<file path="src/timer16_regs.svh">
// constants for the 16-bit compare/capture timer
`ifndef TIMER16_REGS_SVH
`define TIMER16_REGS_SVH
`define TMR_WIDTH        16
`define TMR_COUNT_RESET  16'h0000
`define TMR_COUNT_MAX    16'hFFFF
`define TMR_ONE          16'h0001
`define TMR_CMP_RESET    16'hFFFF
`define TMR_CAP_RESET    16'h0000
`define TMR_MODE_FREE    2'h0
`define TMR_MODE_CLR_CMP 2'h1
`define TMR_MODE_CLR_EDG 2'h2
`endif

</file>
<file path="src/timer16_pkg.sv">
// types for the 16-bit compare/capture timer
`default_nettype none
package timer16_pkg;
    typedef enum logic [1:0] {
        MODE_FREE    = 2'h0,
        MODE_CLR_CMP = 2'h1,
        MODE_CLR_EDG = 2'h2,
        MODE_STOP    = 2'h3
    } mode_t;
endpackage : timer16_pkg
`default_nettype wire

</file>
<file path="src/timer16_edge_sync.sv">
// two-stage synchroniser with rising-edge pulse for the edge input
`timescale 1ns/1ps
`default_nettype none
module timer16_edge_sync (
    // clock and reset
    input  wire logic CLK_SYS,
    input  wire logic RESET_N,
    // pin in, pulse out
    input  wire logic PIN_IN,
    output logic      RISE
);
    typedef struct packed {
        logic s1;
        logic s2;
        logic s3;
    } sync_t;
    sync_t st;
    sync_t next_st;

    always_comb begin
        next_st    = st;
        next_st.s1 = PIN_IN;
        next_st.s2 = st.s1;
        next_st.s3 = st.s2;
    end

    always_ff @(posedge CLK_SYS or negedge RESET_N) begin
        if (!RESET_N) begin
            st <= '0;
        end else begin
            st <= next_st;
        end
    end

    assign RISE = st.s2 & ~st.s3;
endmodule : timer16_edge_sync
`default_nettype wire

</file>
<file path="src/timer16_compare_capture.sv">
// 16-bit up-counter with compare/capture and secondary capture
// Operation
// counter read never loads the secondary capture
// count clock held off during reads
// clear-on-match mode needs nonzero compare value
// zero compare matches on 0000H to 0001H
// compare below count: overflow before match
// software restarts timer after lowering compare
// 16-bit counter wraps from maximum to zero
`timescale 1ns/1ps
`default_nettype none
`include "timer16_regs.svh"
module timer16_compare_capture (
    // clock and reset
    input  wire logic        CLK_SYS,
    input  wire logic        RESET_N,
    // control
    input  wire logic [1:0]  MODE,
    input  wire logic        COUNT_EN,
    input  wire logic        CMP_WE,
    input  wire logic [15:0] CMP_WDATA,
    input  wire logic        COUNT_RD,
    input  wire logic        CAPTURE_TRIG,
    // external pin
    input  wire logic        EXTERNAL_EDGE_INPUT,
    // results
    output logic [15:0]      TIMER_COUNT_VALUE,
    output logic [15:0]      CAPTURE_COMPARE_PRIMARY,
    output logic [15:0]      CAPTURE_SECONDARY,
    output logic [15:0]      READ_DATA,
    output logic             COMPARE_MATCH_INTERRUPT
);
    // ----------------------------------------
    // state
    // ----------------------------------------
    typedef struct packed {
        logic [15:0] count;
        logic [15:0] cmp;
        logic [15:0] cap2;
        logic [15:0] rdata;
        logic        pend;
        logic        irq;
        logic        wrapped;
    } state_t;
    state_t st;
    state_t next_st;
    logic   edge_rise;
    timer16_pkg::mode_t mode;

    timer16_edge_sync u_sync (
        .CLK_SYS (CLK_SYS),
        .RESET_N (RESET_N),
        .PIN_IN  (EXTERNAL_EDGE_INPUT),
        .RISE    (edge_rise)
    );

    assign mode = timer16_pkg::mode_t'(MODE);

    // ----------------------------------------
    // decoding
    // ----------------------------------------
    // true while the selected mode lets ticks reach the counter
    function automatic logic runs(input timer16_pkg::mode_t m);
        return m != timer16_pkg::MODE_STOP;
    endfunction : runs

    // ----------------------------------------
    // counting, compare and capture
    // ----------------------------------------
    always_comb begin
        logic        tick;
        logic        req;
        logic [15:0] nxt;
        logic        match;
        tick    = 1'b0;
        req     = 1'b0;
        nxt     = 16'h0000;
        match   = 1'b0;
        next_st = st;
        next_st.irq = 1'b0;
        // a tick that lands on a read waits in pend, one step at a time,
        // so a steady count clock lags by one but never drops a tick
        req = COUNT_EN & runs(mode);
        if (COUNT_RD) begin
            next_st.rdata = st.count;
            next_st.pend  = req;
            tick          = st.pend;
        end else begin
            next_st.pend = st.pend & req;
            tick         = st.pend | req;
        end
        if (!COUNT_EN && !runs(mode)) begin
            next_st.count   = `TMR_COUNT_RESET;
            next_st.wrapped = 1'b0;
            next_st.pend    = 1'b0;
            tick            = 1'b0;
        end
        if (tick) begin
            nxt = st.count + `TMR_ONE;
            if (st.count == `TMR_COUNT_MAX) begin
                next_st.wrapped = 1'b1;
            end
            // zero compare fires on the step 0000H to 0001H once wrapped is set, never in MODE_CLR_CMP
            if (st.cmp == `TMR_COUNT_RESET) begin
                match = (nxt == `TMR_ONE) && st.wrapped
                        && (mode != timer16_pkg::MODE_CLR_CMP);
            end else begin
                // lower value only met after the wrap
                match = (nxt == st.cmp);
            end
            next_st.irq   = match;
            next_st.count = nxt;
            if (match && mode == timer16_pkg::MODE_CLR_CMP) begin
                next_st.count = `TMR_COUNT_RESET;
            end
        end
        if (edge_rise && mode == timer16_pkg::MODE_CLR_EDG) begin
            next_st.count = `TMR_COUNT_RESET;
        end
        // secondary capture only on its trigger, never a read
        if (CAPTURE_TRIG) begin
            next_st.cap2 = st.count;
        end
        if (CMP_WE) begin
            next_st.cmp = CMP_WDATA;
        end
    end

    always_ff @(posedge CLK_SYS or negedge RESET_N) begin
        if (!RESET_N) begin
            st.count   <= `TMR_COUNT_RESET;
            st.cmp     <= `TMR_CMP_RESET;
            st.cap2    <= `TMR_CAP_RESET;
            st.rdata   <= `TMR_COUNT_RESET;
            st.pend    <= 1'b0;
            st.irq     <= 1'b0;
            st.wrapped <= 1'b0;
        end else begin
            st <= next_st;
        end
    end

    // ----------------------------------------
    // outputs
    // ----------------------------------------
    assign TIMER_COUNT_VALUE       = st.count;
    assign CAPTURE_COMPARE_PRIMARY = st.cmp;
    assign CAPTURE_SECONDARY       = st.cap2;
    assign READ_DATA               = st.rdata;
    assign COMPARE_MATCH_INTERRUPT = st.irq;

    // ----------------------------------------
    // checks
    // ----------------------------------------
    AST_READ_NO_CAPTURE: assert property (
        @(posedge CLK_SYS) disable iff (!RESET_N)
        (COUNT_RD && !CAPTURE_TRIG) |=> $stable(st.cap2))
        else $error("secondary capture changed on a plain read");
    AST_READ_HOLDS_TICK: assert property (
        @(posedge CLK_SYS) disable iff (!RESET_N)
        (COUNT_RD && COUNT_EN && mode == timer16_pkg::MODE_FREE
         && !CMP_WE) |=> st.pend)
        else $error("tick during read was dropped");
    AST_PEND_RELEASED: assert property (
        @(posedge CLK_SYS) disable iff (!RESET_N)
        (st.pend && !COUNT_RD && !COUNT_EN
         && mode == timer16_pkg::MODE_FREE && !edge_rise) |=> !st.pend)
        else $error("deferred tick not released");
    AST_PEND_KEPT: assert property (
        @(posedge CLK_SYS) disable iff (!RESET_N)
        (st.pend && !COUNT_RD && COUNT_EN
         && mode == timer16_pkg::MODE_FREE) |=> st.pend)
        else $error("second tick after a read was dropped");
    AST_NO_COUNT_ON_READ: assert property (
        @(posedge CLK_SYS) disable iff (!RESET_N)
        (COUNT_RD && !st.pend && mode == timer16_pkg::MODE_FREE)
        |=> st.count == $past(st.count))
        else $error("counter moved during a read");
    AST_READ_DATA: assert property (
        @(posedge CLK_SYS) disable iff (!RESET_N)
        COUNT_RD |=> READ_DATA == $past(st.count))
        else $error("read data is not the count at the read");
    AST_WRAP: assert property (
        @(posedge CLK_SYS) disable iff (!RESET_N)
        (st.count == 16'hFFFF && COUNT_EN && !COUNT_RD
         && mode == timer16_pkg::MODE_FREE)
        |=> st.count == 16'h0000)
        else $error("counter did not wrap to zero");
    AST_ZERO_CMP_IRQ: assert property (
        @(posedge CLK_SYS) disable iff (!RESET_N)
        (st.cmp == 16'h0000 && st.wrapped && st.count == 16'h0000
         && COUNT_EN && !COUNT_RD && mode == timer16_pkg::MODE_FREE)
        |=> COMPARE_MATCH_INTERRUPT)
        else $error("zero compare missed its interrupt");
    AST_NO_EARLY_ZERO_IRQ: assert property (
        @(posedge CLK_SYS) disable iff (!RESET_N)
        (st.cmp == 16'h0000 && !st.wrapped) |=> !COMPARE_MATCH_INTERRUPT)
        else $error("zero compare fired before overflow");
    AST_CLR_ON_MATCH: assert property (
        @(posedge CLK_SYS) disable iff (!RESET_N)
        (mode == timer16_pkg::MODE_CLR_CMP && st.cmp != 16'h0000
         && st.count + 16'h0001 == st.cmp && COUNT_EN && !COUNT_RD
         && !edge_rise) |=> (st.count == 16'h0000 && st.irq))
        else $error("clear on match failed");
    AST_LOW_CMP_NO_MATCH: assert property (
        @(posedge CLK_SYS) disable iff (!RESET_N)
        (st.cmp != 16'h0000 && st.count >= st.cmp
         && st.count != 16'hFFFF) |=> !COMPARE_MATCH_INTERRUPT)
        else $error("match before overflow with low compare");
    AST_CAPTURE: assert property (
        @(posedge CLK_SYS) disable iff (!RESET_N)
        CAPTURE_TRIG |=> CAPTURE_SECONDARY == $past(st.count))
        else $error("secondary capture missed its trigger");
    AST_TICK_STEP: assert property (
        @(posedge CLK_SYS) disable iff (!RESET_N)
        (COUNT_EN && !COUNT_RD && mode == timer16_pkg::MODE_FREE)
        |=> st.count == $past(st.count) + 16'h0001)
        else $error("counter did not step by one");
    AST_CMP_LOAD: assert property (
        @(posedge CLK_SYS) disable iff (!RESET_N)
        CMP_WE |=> CAPTURE_COMPARE_PRIMARY == $past(CMP_WDATA))
        else $error("compare write did not land");
    AST_STOP_CLEARS: assert property (
        @(posedge CLK_SYS) disable iff (!RESET_N)
        (mode == timer16_pkg::MODE_STOP && !COUNT_EN)
        |=> (st.count == 16'h0000 && !st.wrapped))
        else $error("stop did not clear the counter");
    AST_EDGE_CLEAR: assert property (
        @(posedge CLK_SYS) disable iff (!RESET_N)
        (edge_rise && mode == timer16_pkg::MODE_CLR_EDG)
        |=> st.count == 16'h0000)
        else $error("pin edge did not clear the counter");
endmodule : timer16_compare_capture
`default_nettype wire

</file>
<file path="config.mk">
export PLATFORM = sky130hd
export DESIGN_NAME = timer16_compare_capture
export DESIGN_NICKNAME = d
export VERILOG_FILES = /design/src/timer16_pkg.sv /design/src/timer16_edge_sync.sv /design/src/timer16_compare_capture.sv
export VERILOG_INCLUDE_DIRS = /design/src
export SDC_FILE = /design/constraint.sdc
export NUM_CORES = 1
export LEC_CHECK = 0
export ABC_AREA = 1
export BUFFER_PORTS_ARGS = -buffer_cell sky130_fd_sc_hd__clkbuf_2
export CAP_MARGIN = 10
export CORE_MARGIN = 2
export CORE_UTILIZATION = 34
export DETAILED_ROUTE_END_ITERATION = 8
export PLACE_DENSITY = 0.58
export SYNTH_ARGS = -nofsm -noshare
export SYNTH_HDL_FRONTEND = slang
export SYNTH_SLANG_ARGS = --single-unit
</file>
<file path="constraint.sdc">
create_clock -name CLK_SYS -period 2.85 [get_ports CLK_SYS]
set_clock_uncertainty 0.2 [all_clocks]
set_input_delay 0.4275 -clock CLK_SYS [delete_from_list [all_inputs] [get_ports CLK_SYS]]
set_output_delay 0.4275 -clock CLK_SYS [all_outputs]
set_load 0.03 [all_outputs]
</file>
======== Word level (Yosys, flattened, before mapping) ========
Index checks and enable logic that the tools add are counted.
word-level totals
  register bits after elaboration ......... 70
  output and inout port bits .............. 65
  logic and storage cells ................. 45
cells by class
  add/subtract/negate cells ............... 1
  equality and inequality tests ........... 7
  muxes and demuxes ....................... 13
  bitwise operators ....................... 5
  reduce and logical (&&, ||, !) cells .... 9
operators by type and width
  kind                                                               count
  16-bit 2-to-1 mux                                                  4
  16-bit by 1-bit adder with 16-bit output (second input constant)   1
  16-bit by 1-bit == test with 1-bit output (second input constant)  1
  16-bit == test                                                     1
  16-bit == test (second input constant)                             1
  16-bit logical NOT                                                 1
  1-bit 2-to-1 mux                                                   8
  1-bit logical AND                                                  5
  1-bit bitwise AND                                                  3
  3-bit nonzero test                                                 1
  2-bit by 1-bit == test with 1-bit output (second input constant)   1
  2-bit == test (second input constant)                              1
  1-bit logical NOT                                                  2
  2-bit 2-to-1 mux                                                   1
  2-bit by 1-bit != test with 1-bit output (second input constant)   1
  2-bit != test (second input constant)                              1
  1-bit NOT                                                          1
  1-bit bitwise OR                                                   1

======== Longest topological paths before layout ========
Gate-level depths: netlist (run 1).
  depth after elaboration ................. 10
  mapped depth ............................ 17
  depth with buffers taken out ............ 16

======== Modules after synthesis ========
From an unflattened synthesis (run 1), not the netlist that was laid out.
unflattened totals
  cells, all modules ...................... 528
  area, all modules ....................... 4056.4 um2
modules (own cells, without submodules)
  module                   times used  cells an instance  area an instance (um2)
  timer16_compare_capture  1           523                3971.3
  timer16_edge_sync        1           5                  85.1

======== Worst setup path before layout (run 1) ========
Ideal clock, no wire load.
  path kind ............................... reg2reg
  start point ............................. register st (netlist bit TIMER_COUNT_VALUE[0])
  end point ............................... register st (netlist bit TIMER_COUNT_VALUE[11])
  arrival time ............................ 1.874 ns
  data required time ...................... 2.533 ns
  setup slack ............................. 0.659 ns
  cell stages (with the launch flop) ...... 17
  buffers on the path ..................... 1
  clock period less this slack ............ 2.191 ns
  cells stage by stage .................... dfrtp_1 ha_1 nand2_2 nor2_2 nand2_1 nand2_1 nand2_1 nor2_1 nand2_1 nor2_1 nand2_1 nor2_1 o21bai_2 nand2_2 buf_6 nand2_1 nand2_1
between the ends
  cells in the longest elaborated chain, start to end .. 10
  elaborated cells between the ends (all ways) .. 11
  those cells by class .................... add/sub (1); eq/ne (2); mux (5); reduce/logical (3)
RTL lines
  item                                                  RTL line                        text
  start: declaration                                    timer16_compare_capture.sv:45   state_t st;
  start signal: assignment                              timer16_compare_capture.sv:139  st <= next_st;
  16-bit by 1-bit adder with 16-bit output (no line) *  n/a
  16-bit by 1-bit == test with 1-bit output (no line)   n/a
  1-bit logical AND (2 in series)                       timer16_compare_capture.sv:105  match = (nxt == `TMR_ONE) && st.wrapped
  1-bit 2-to-1 mux                                      timer16_compare_capture.sv:104  if (st.cmp == `TMR_COUNT_RESET) begin
  1-bit 2-to-1 mux                                      timer16_compare_capture.sv:98   if (tick) begin
  1-bit logical AND                                     timer16_compare_capture.sv:113  if (match && mode == timer16_pkg::MODE_CLR_CMP) begin
  16-bit 2-to-1 mux *                                   timer16_compare_capture.sv:113
  16-bit 2-to-1 mux *                                   timer16_compare_capture.sv:98
  16-bit 2-to-1 mux *                                   timer16_compare_capture.sv:117  if (edge_rise && mode == timer16_pkg::MODE_CLR_EDG) begin
Every way passes the cells marked *; elsewhere a longest branch is shown, timed or not. The select of a mux whose other input is x is not followed.
A chain may end at the register's enable or synchronous reset.

======== Final worst setup path (run 1) ========
  start point ............................. register st (netlist bit TIMER_COUNT_VALUE[1])
  end point ............................... register st (netlist bit TIMER_COUNT_VALUE[10])
The elaborated chain is that of the path after synthesis.

==> run_results.csv, run 1 <==
group,metric,value,unit
clock_network,clock_path_buffers,2,
timing,min_period_over_period,91.0,%
die,die_w,112,um
route,antenna_left,0,
critical_path,max_stage_delay,430,ps
global_routing,grt_pass1_wl,16.3,mm
power,intPower,2020,uW
clock_network,htreeDepth,3,
route,initialDrtViolationCount,249,
die,rows,39,
flow_run,cap_viol_max_count,0,
route,num_vias,3376,
clock_network,numClockSinks,70,
critical_path,crit_chain,"ha_1 -> nand3_1 -> nor2_2 -> nand3_1 -> nand2_1 -> nand2_1 -> nand2_1 -> nand2_1 -> nor2_1 -> nand3_1 -> o21bai_2 -> nand2_4 -> nand2_1 -> nand2_1",
clock_network,cts-root-buf,"clkbuf_16",
global_routing,track_usage,16.3,%
critical_path,cp_data_required_time,2880,ps
synth,synth.yosys.seq_area_share,44.3,%
critical_path,critPathMaxFanout,16,
die,pin_count,90,
timing,setup_viol,0,
critical_path,worst_setup_path_end_kind,"flop",
route,wirelength,10.0,mm
clock_network,clkSlewWorstSetupHoldPaths,60,ps
global_routing,grt_overflow,0,
layout,utilization,38.9,%
synth,syn_area,4000,um^2
die,core_area,11500,um^2
synth,avgSynthCellArea,7.33,um^2
power,combPwrFrac,19.6,%
placement,place_congestion,0.880,
critical_path,startpoint_type,"flop",
synth,syn-num-nets,572,
placement,dp_hpwl,7.70,mm
power,pwr-share-seq,39.9,%
timing,max_freq,385,MHz
synth,synth_seq_cells,70,
power,leakage,0.00235,uW
clock_network,cts_inserted_buffers,9,
critical_path,path_common_cell,"nand2_1",
die,die_h,112,um
placement,numPortBuffers,89,
clock_network,postCtsSetupRepairBufs,0,
die,die_area,12600,um^2
power,peakVddDrop,0.000372,V
timing,rsz0062_at_grt,"no",
power,swShare,31.4,%
layout,area_growth,11.6,%
synth,yosysUniqueCellTypes,25,
synth,syn_inst,545,
critical_path,worst-path-buf-inv,0,
route,wire_per_inst,13.9,um
critical_path,cp.arrival,2620,ps
timing,slew_violations,0,
timing,min_period,2590,ps
power,p_clk_share,40.5,%
clock_network,cts_tree,"done",
die,initial_core_util,34.8,%
global_routing,grt_max_degree,41,
critical_path,path_class,"reg -> reg",
route,drc,0,
layout,n_antenna_cell,0,
synth,ys_warn_count,0,
timing,slew_headroom,52.2,%
critical_path,path_delay_family,"simple AND/OR/NAND/NOR gates",
power,p_sw,928,uW
run_status,status,"completed",
layout,nets,600,
clock_network,clkLatencyLatePin,340,ps
critical_path,critPathSlowestCell,"dfrtp_1",
global_routing,grt_pass1_vias,3071,
route,viasPerCell,4.69,
route,dr.pass1.iters,5,
timing,tightest_slew,717,ps
layout,n_fill_cell,1236,
global_routing,antenna_found_initial,0,
timing,hold_viol,0,
power,powerDensity,662,nW/um^2
worst_hold_path,hp-class,"in -> reg",
timing,setup_tns,0,ps
layout,drive_gt1_share,23.4,%
==> path summary, 6_finish.rpt <==
path | endpoint | depth (start not counted) | from | slack [ps]
min in group asynchronous | READ_DATA[0] | 2 | RESET_N | 480
setup reg to reg | TIMER_COUNT_VALUE[10] | 14 | TIMER_COUNT_VALUE[1] | 260
max in group asynchronous | TIMER_COUNT_VALUE[12] | 3 | RESET_N | 1320
setup / recovery | TIMER_COUNT_VALUE[10] | 14 | TIMER_COUNT_VALUE[1] | 260
hold reg to reg | u_sync.next_st[0] | 0 | u_sync.next_st[1] | 160
hold / removal | CAPTURE_COMPARE_PRIMARY[14] | 3 | CMP_WDATA[14] | 80
==> state kept, by name (all words and copies together) (netlist names) <==
| register | cells |
|---|---|
| CAPTURE_SECONDARY | 16 |
| TIMER_COUNT_VALUE | 16 |
| u_sync.st | 1 |
| CAPTURE_COMPARE_PRIMARY | 16 |
| st | 2 |
| READ_DATA | 16 |
| COMPARE_MATCH_INTERRUPT | 1 |
| u_sync.next_st | 2 |
==> synth_stat cells <==
master    instances  area (um^2)
buf_6             1         11.3
nor3_1            3         15.0
dfstp_2          16          420
o21ai_0          20          100
nor2_4            1         11.3
a21oi_1          33          165
nand3_1          28          140
o41ai_1           1         8.76
dfrtp_1          54         1350
nand2_2           2         12.5
buf_4            64          480
clkinv_2          1         5.00
inv_1            46          173
clkbuf_1          9         33.8
and3_2            1         7.51
nor2_2            2         12.5
nand2_1         163          612
nand3b_1          1         7.51
nand4_1           5         31.3
mux2_2            2         22.5
o21bai_1          1         7.51
ha_1              2         25.0
nor2_1           85          319
o21bai_2          1         11.3
buf_1             3         11.3
==> routing by layer <==
metal / part of all wire, % / track usage [%] / wire, um
met5: 0 / 0 / 0
met4: 0.85 / 3.66 / 85
met1: 52 / 24.8 / 5190
met2: 41 / 23.4 / 4150
met3: 6.1 / 3.94 / 609
==> kinds of logic after synthesis <==
kind of cell	after synthesis	share of synthesized area, %
AO/OA/AOI/OAI	56	7.33
adder cells (fa/ha/maj)	2	0.626
buffers and inverters	124	17.9
flip-flops	70	44.3
multiplexers	2	0.564
AND/OR/NAND/NOR	291	29.3
==> per-stage QoR <==
step / area (um^2) / std cells / total power [uW] / hold slack (ps) / setup slack [ps]
2_1_floorplan: 4000 / 545 / 1690 / -68.1 / 659
3_3_place_gp: 4120 / 703 / 1770 / 137 / 213
3_5_place_dp: 4120 / 703 / 1770 / 136 / 171
4_1_cts: 4450 / 720 / 2980 / 80.4 / 145
5_1_grt: 4460 / 720 / 3090 / 96.1 / 19.6
6_report: 4460 / 720 / 2950 / 83.3 / 256
==> worst min-delay path: stages <==
cell      delay (ps)
clkbuf_2          80
nand2_1           40
o21ai_0           60
==> final cells by class <==
type / instances / area (um^2) / area share (%)
clock buffer: 9 / 225 / 5.05
clock inverter: 6 / 86.3 / 1.94
inverter: 47 / 178 / 3.99
multi-input combinational: 351 / 1520 / 34.0
sequential: 70 / 1770 / 39.8
timing repair buffer: 94 / 500 / 11.2
tap: 143 / 179 / 4.01
==> cell usage in the layout (no fill, tap or decap), drive strengths merged, types with 2 or more instances in the layout <==
| cell type | netlist | routed |
|---|---|---|
| dfrtp | 54 | 54 |
| nand2 | 165 | 165 |
| nand4 | 5 | 5 |
| o21ai | 20 | 20 |
| dlygate4sd3 | 0 | 2 |
| o21bai | 2 | 2 |
| bufinv | 0 | 2 |
| nor2 | 88 | 88 |
| ha | 2 | 2 |
| dfstp | 16 | 16 |
| inv | 46 | 47 |
| buf | 68 | 4 |
| a21oi | 33 | 33 |
| clkinv | 1 | 3 |
| mux2 | 2 | 2 |
| clkbuf | 9 | 97 |
| nand3 | 28 | 28 |
| nor3 | 3 | 3 |
==> repair_timing <==
item | CTS | global route
endpoints found under the setup margin | 0 | 16
endpoints found under the hold margin | 15 | 0
hold buffers | 2 | 0
resized for setup | 0 | 3
==> power groups by stage <==
stage,sequential [uW],combinational [uW],clock (uW)
after detailed placement,1190,579,0
final,1180,578,1200
after floorplan,1170,515,0
after CTS,1180,583,1220
after global placement,1190,577,0
after global routing,1190,637,1260
Note: power is estimated with default switching activity, not from simulation.
==> run 2, diff against run 1 <==
--- a/config.mk
+++ b/config.mk
@@ -9,10 +9,13 @@
 export ABC_AREA = 1
 export BUFFER_PORTS_ARGS = -buffer_cell sky130_fd_sc_hd__clkbuf_2
 export CAP_MARGIN = 10
+export CELL_PAD_IN_SITES_DETAIL_PLACEMENT = 0
+export CELL_PAD_IN_SITES_GLOBAL_PLACEMENT = 2
 export CORE_MARGIN = 2
-export CORE_UTILIZATION = 34
+export CORE_UTILIZATION = 30
 export DETAILED_ROUTE_END_ITERATION = 8
-export PLACE_DENSITY = 0.58
+export GPL_ROUTABILITY_DRIVEN = 0
+export PLACE_DENSITY = 0.83
 export SYNTH_ARGS = -nofsm -noshare
 export SYNTH_HDL_FRONTEND = slang
 export SYNTH_SLANG_ARGS = --single-unit
==> run_results.csv, run 2 (same netlist as run 1, synthesis figures left out) <==
group,metric,value,unit
run_status,status,"completed",
power,leakage,0.00235,uW
layout,drive_gt1_share,23.9,%
placement,placed_cell_area,4160,um^2
timing,rsz0062_at_grt,"no",
critical_path,regToRegEndpoint,"TIMER_COUNT_VALUE[4]",
clock_network,numClockSinks,70,
global_routing,grt_overflow,0,
worst_hold_path,hp-class,"in -> reg",
critical_path,cp.arrival,2620,ps
clock_network,clkLatencyLatePin,330,ps
clock_network,clock_path_buffers,2,
layout,area_growth,13.2,%
die,rows,42,
critical_path,reg2reg_slack,250,ps
timing,tightest_slew,624,ps
route,wirelength,10.5,mm
power,peakVddDrop,0.000252,V
critical_path,path_common_cell,"nand2_1",
critical_path,cp_data_required_time,2870,ps
power,powerDensity,660,nW/um^2
die,die_w,119,um
timing,slew_violations,0,
global_routing,grt_pass1_wl,17.0,mm
layout,n_fill_cell,1473,
die,initial_core_util,30.4,%
route,top_layer,"met4",
global_routing,grt_pass1_vias,3189,
critical_path,startpoint_type,"flop",
critical_path,max_stage_delay,490,ps
global_routing,track_usage,15.3,%
timing,min_period_over_period,91.1,%
power,p_clk_share,40.9,%
route,drc,0,
placement,dp_hpwl,8.05,mm
route,initialDrtViolationCount,215,
timing,slew_headroom,58.4,%
clock_network,cts-root-buf,"clkbuf_16",
power,pwr-share-seq,39.5,%
layout,fin_area,4520,um^2
power,combPwrFrac,19.6,%
critical_path,rr_worst_depth,11,
route,num_vias,3316,
power,intPower,2060,uW
timing,min_period,2600,ps
flow_run,cap_viol_max_count,0,
worst_hold_path,hold_end,"CAPTURE_COMPARE_PRIMARY[14]",
critical_path,worst_setup_path_end_kind,"flop",
global_routing,antenna_found_initial,0,
die,die_h,119,um
critical_path,crit_chain,"nand2_1 -> nor2_1 -> nand2_1 -> o21ai_0 -> nand3_1 -> nand2_1 -> nand3_1 -> o21bai_2 -> nand2_4 -> nand2_1 -> nand2_1",
route,antenna_left,0,
route,dr.pass1.iters,8,
power,p_sw,929,uW
clock_network,htreeDepth,3,
timing,setup_viol,0,
layout,utilization,34.4,%
die,pin_count,90,
clock_network,cts_inserted_buffers,9,
route,viasPerCell,4.40,
global_routing,grt_max_degree,44,
critical_path,path_class,"reg -> reg",
layout,stdcell_count,754,
power,swShare,31.1,%
timing,hold_viol,0,
timing,max_freq,385,MHz
timing,setup_tns,0,ps
clock_network,clkSlewWorstSetupHoldPaths,60,ps
route,wl_met3,658,um
layout,nets,600,
route,wl_met2,4.44,mm
layout,mostFrequentLayoutCells,"163 x nand2_1, 88 x clkbuf_2, 83 x nor2_1",
worst_hold_path,worstHoldStart,"CMP_WDATA[14]",
layout,final_common_cell,"nand2_1",
route,met1_length,5.26,mm
critical_path,critPathMaxFanout,16,
layout,n_antenna_cell,0,
die,core_area,13100,um^2
worst_hold_path,min_path_cells,3,
critical_path,reg2reg_from,"TIMER_COUNT_VALUE[3]",
clock_network,cts_tree,"done",
placement,numPortBuffers,89,
route,wire_per_inst,14.0,um
placement,place_inst,736,
clock_network,postCtsSetupRepairBufs,0,
critical_path,critPathSlowestCell,"dfrtp_1",
die,die_area,14300,um^2
## run 2: final cells by class
type | instances | area, um^2 | share of cell area (%)
flip-flops and latches | 70 | 1770 | 39.2
multi-input cells | 351 | 1530 | 33.7
repair buffers | 94 | 500 | 11.1
clock buffers | 11 | 243 | 5.37
well taps | 176 | 220 | 4.87
inverters | 47 | 178 | 3.93
clock inverters | 5 | 82.6 | 1.83
## run 2: per-stage QoR
stage / hold WS (ps) / power, uW / setup WS (ps)
finish: 94.1 / 2980 / 253
global placement: 137 / 1770 / 207
global route: 104 / 3130 / 16.6
CTS: 88.4 / 3020 / 117
detailed placement: 139 / 1780 / 142
floorplan: -68.1 / 1690 / 659
## run 2: what timing repair did
item,in CTS,in global routing
endpoints found under the setup margin,0,16
hold buffers,2,0
resized for setup,0,7
hold endpoints to repair,28,0
## run 2: per-layer routing
| metal | track usage, % | vias to the layer above |
|---|---|---|
| met1 | 22.5 | 1490 |
| met2 | 22.8 | 123 |
| met4 | 5.22 | 0 |
| li1 | - | 1691 |
| met3 | 2.49 | 12 |
| met5 | 0 | - |
## run 2: worst max-delay path: cells and delay by family, from the launching register on
family,cells,cell delay [ps]
AND/OR/NAND/NOR,9,1210
flip-flops,1,490
AO/OA/AOI/OAI,2,600
## run 2: worst max path at each step
stage | start | end | slack (ps) | cells past startpoint
final | TIMER_COUNT_VALUE[3] | TIMER_COUNT_VALUE[4] | 250 | 11
after global routing | TIMER_COUNT_VALUE[1] | TIMER_COUNT_VALUE[6] | 20 | 14
after CTS | TIMER_COUNT_VALUE[0] | TIMER_COUNT_VALUE[15] | 120 | 14
after detailed placement | TIMER_COUNT_VALUE[0] | TIMER_COUNT_VALUE[4] | 140 | 14
after global placement | TIMER_COUNT_VALUE[0] | TIMER_COUNT_VALUE[11] | 210 | 14
after floorplan | TIMER_COUNT_VALUE[0] | TIMER_COUNT_VALUE[11] | 660 | 16
## run 2: power by group through the flow
stage	Clock, uW	Sequential (uW)	Combinational (uW)
6_report	1220	1180	585
5_1_grt	1290	1190	645
4_1_cts	1250	1180	590
3_5_place_dp	0	1200	587
3_3_place_gp	0	1190	583
2_1_floorplan	0	1170	515
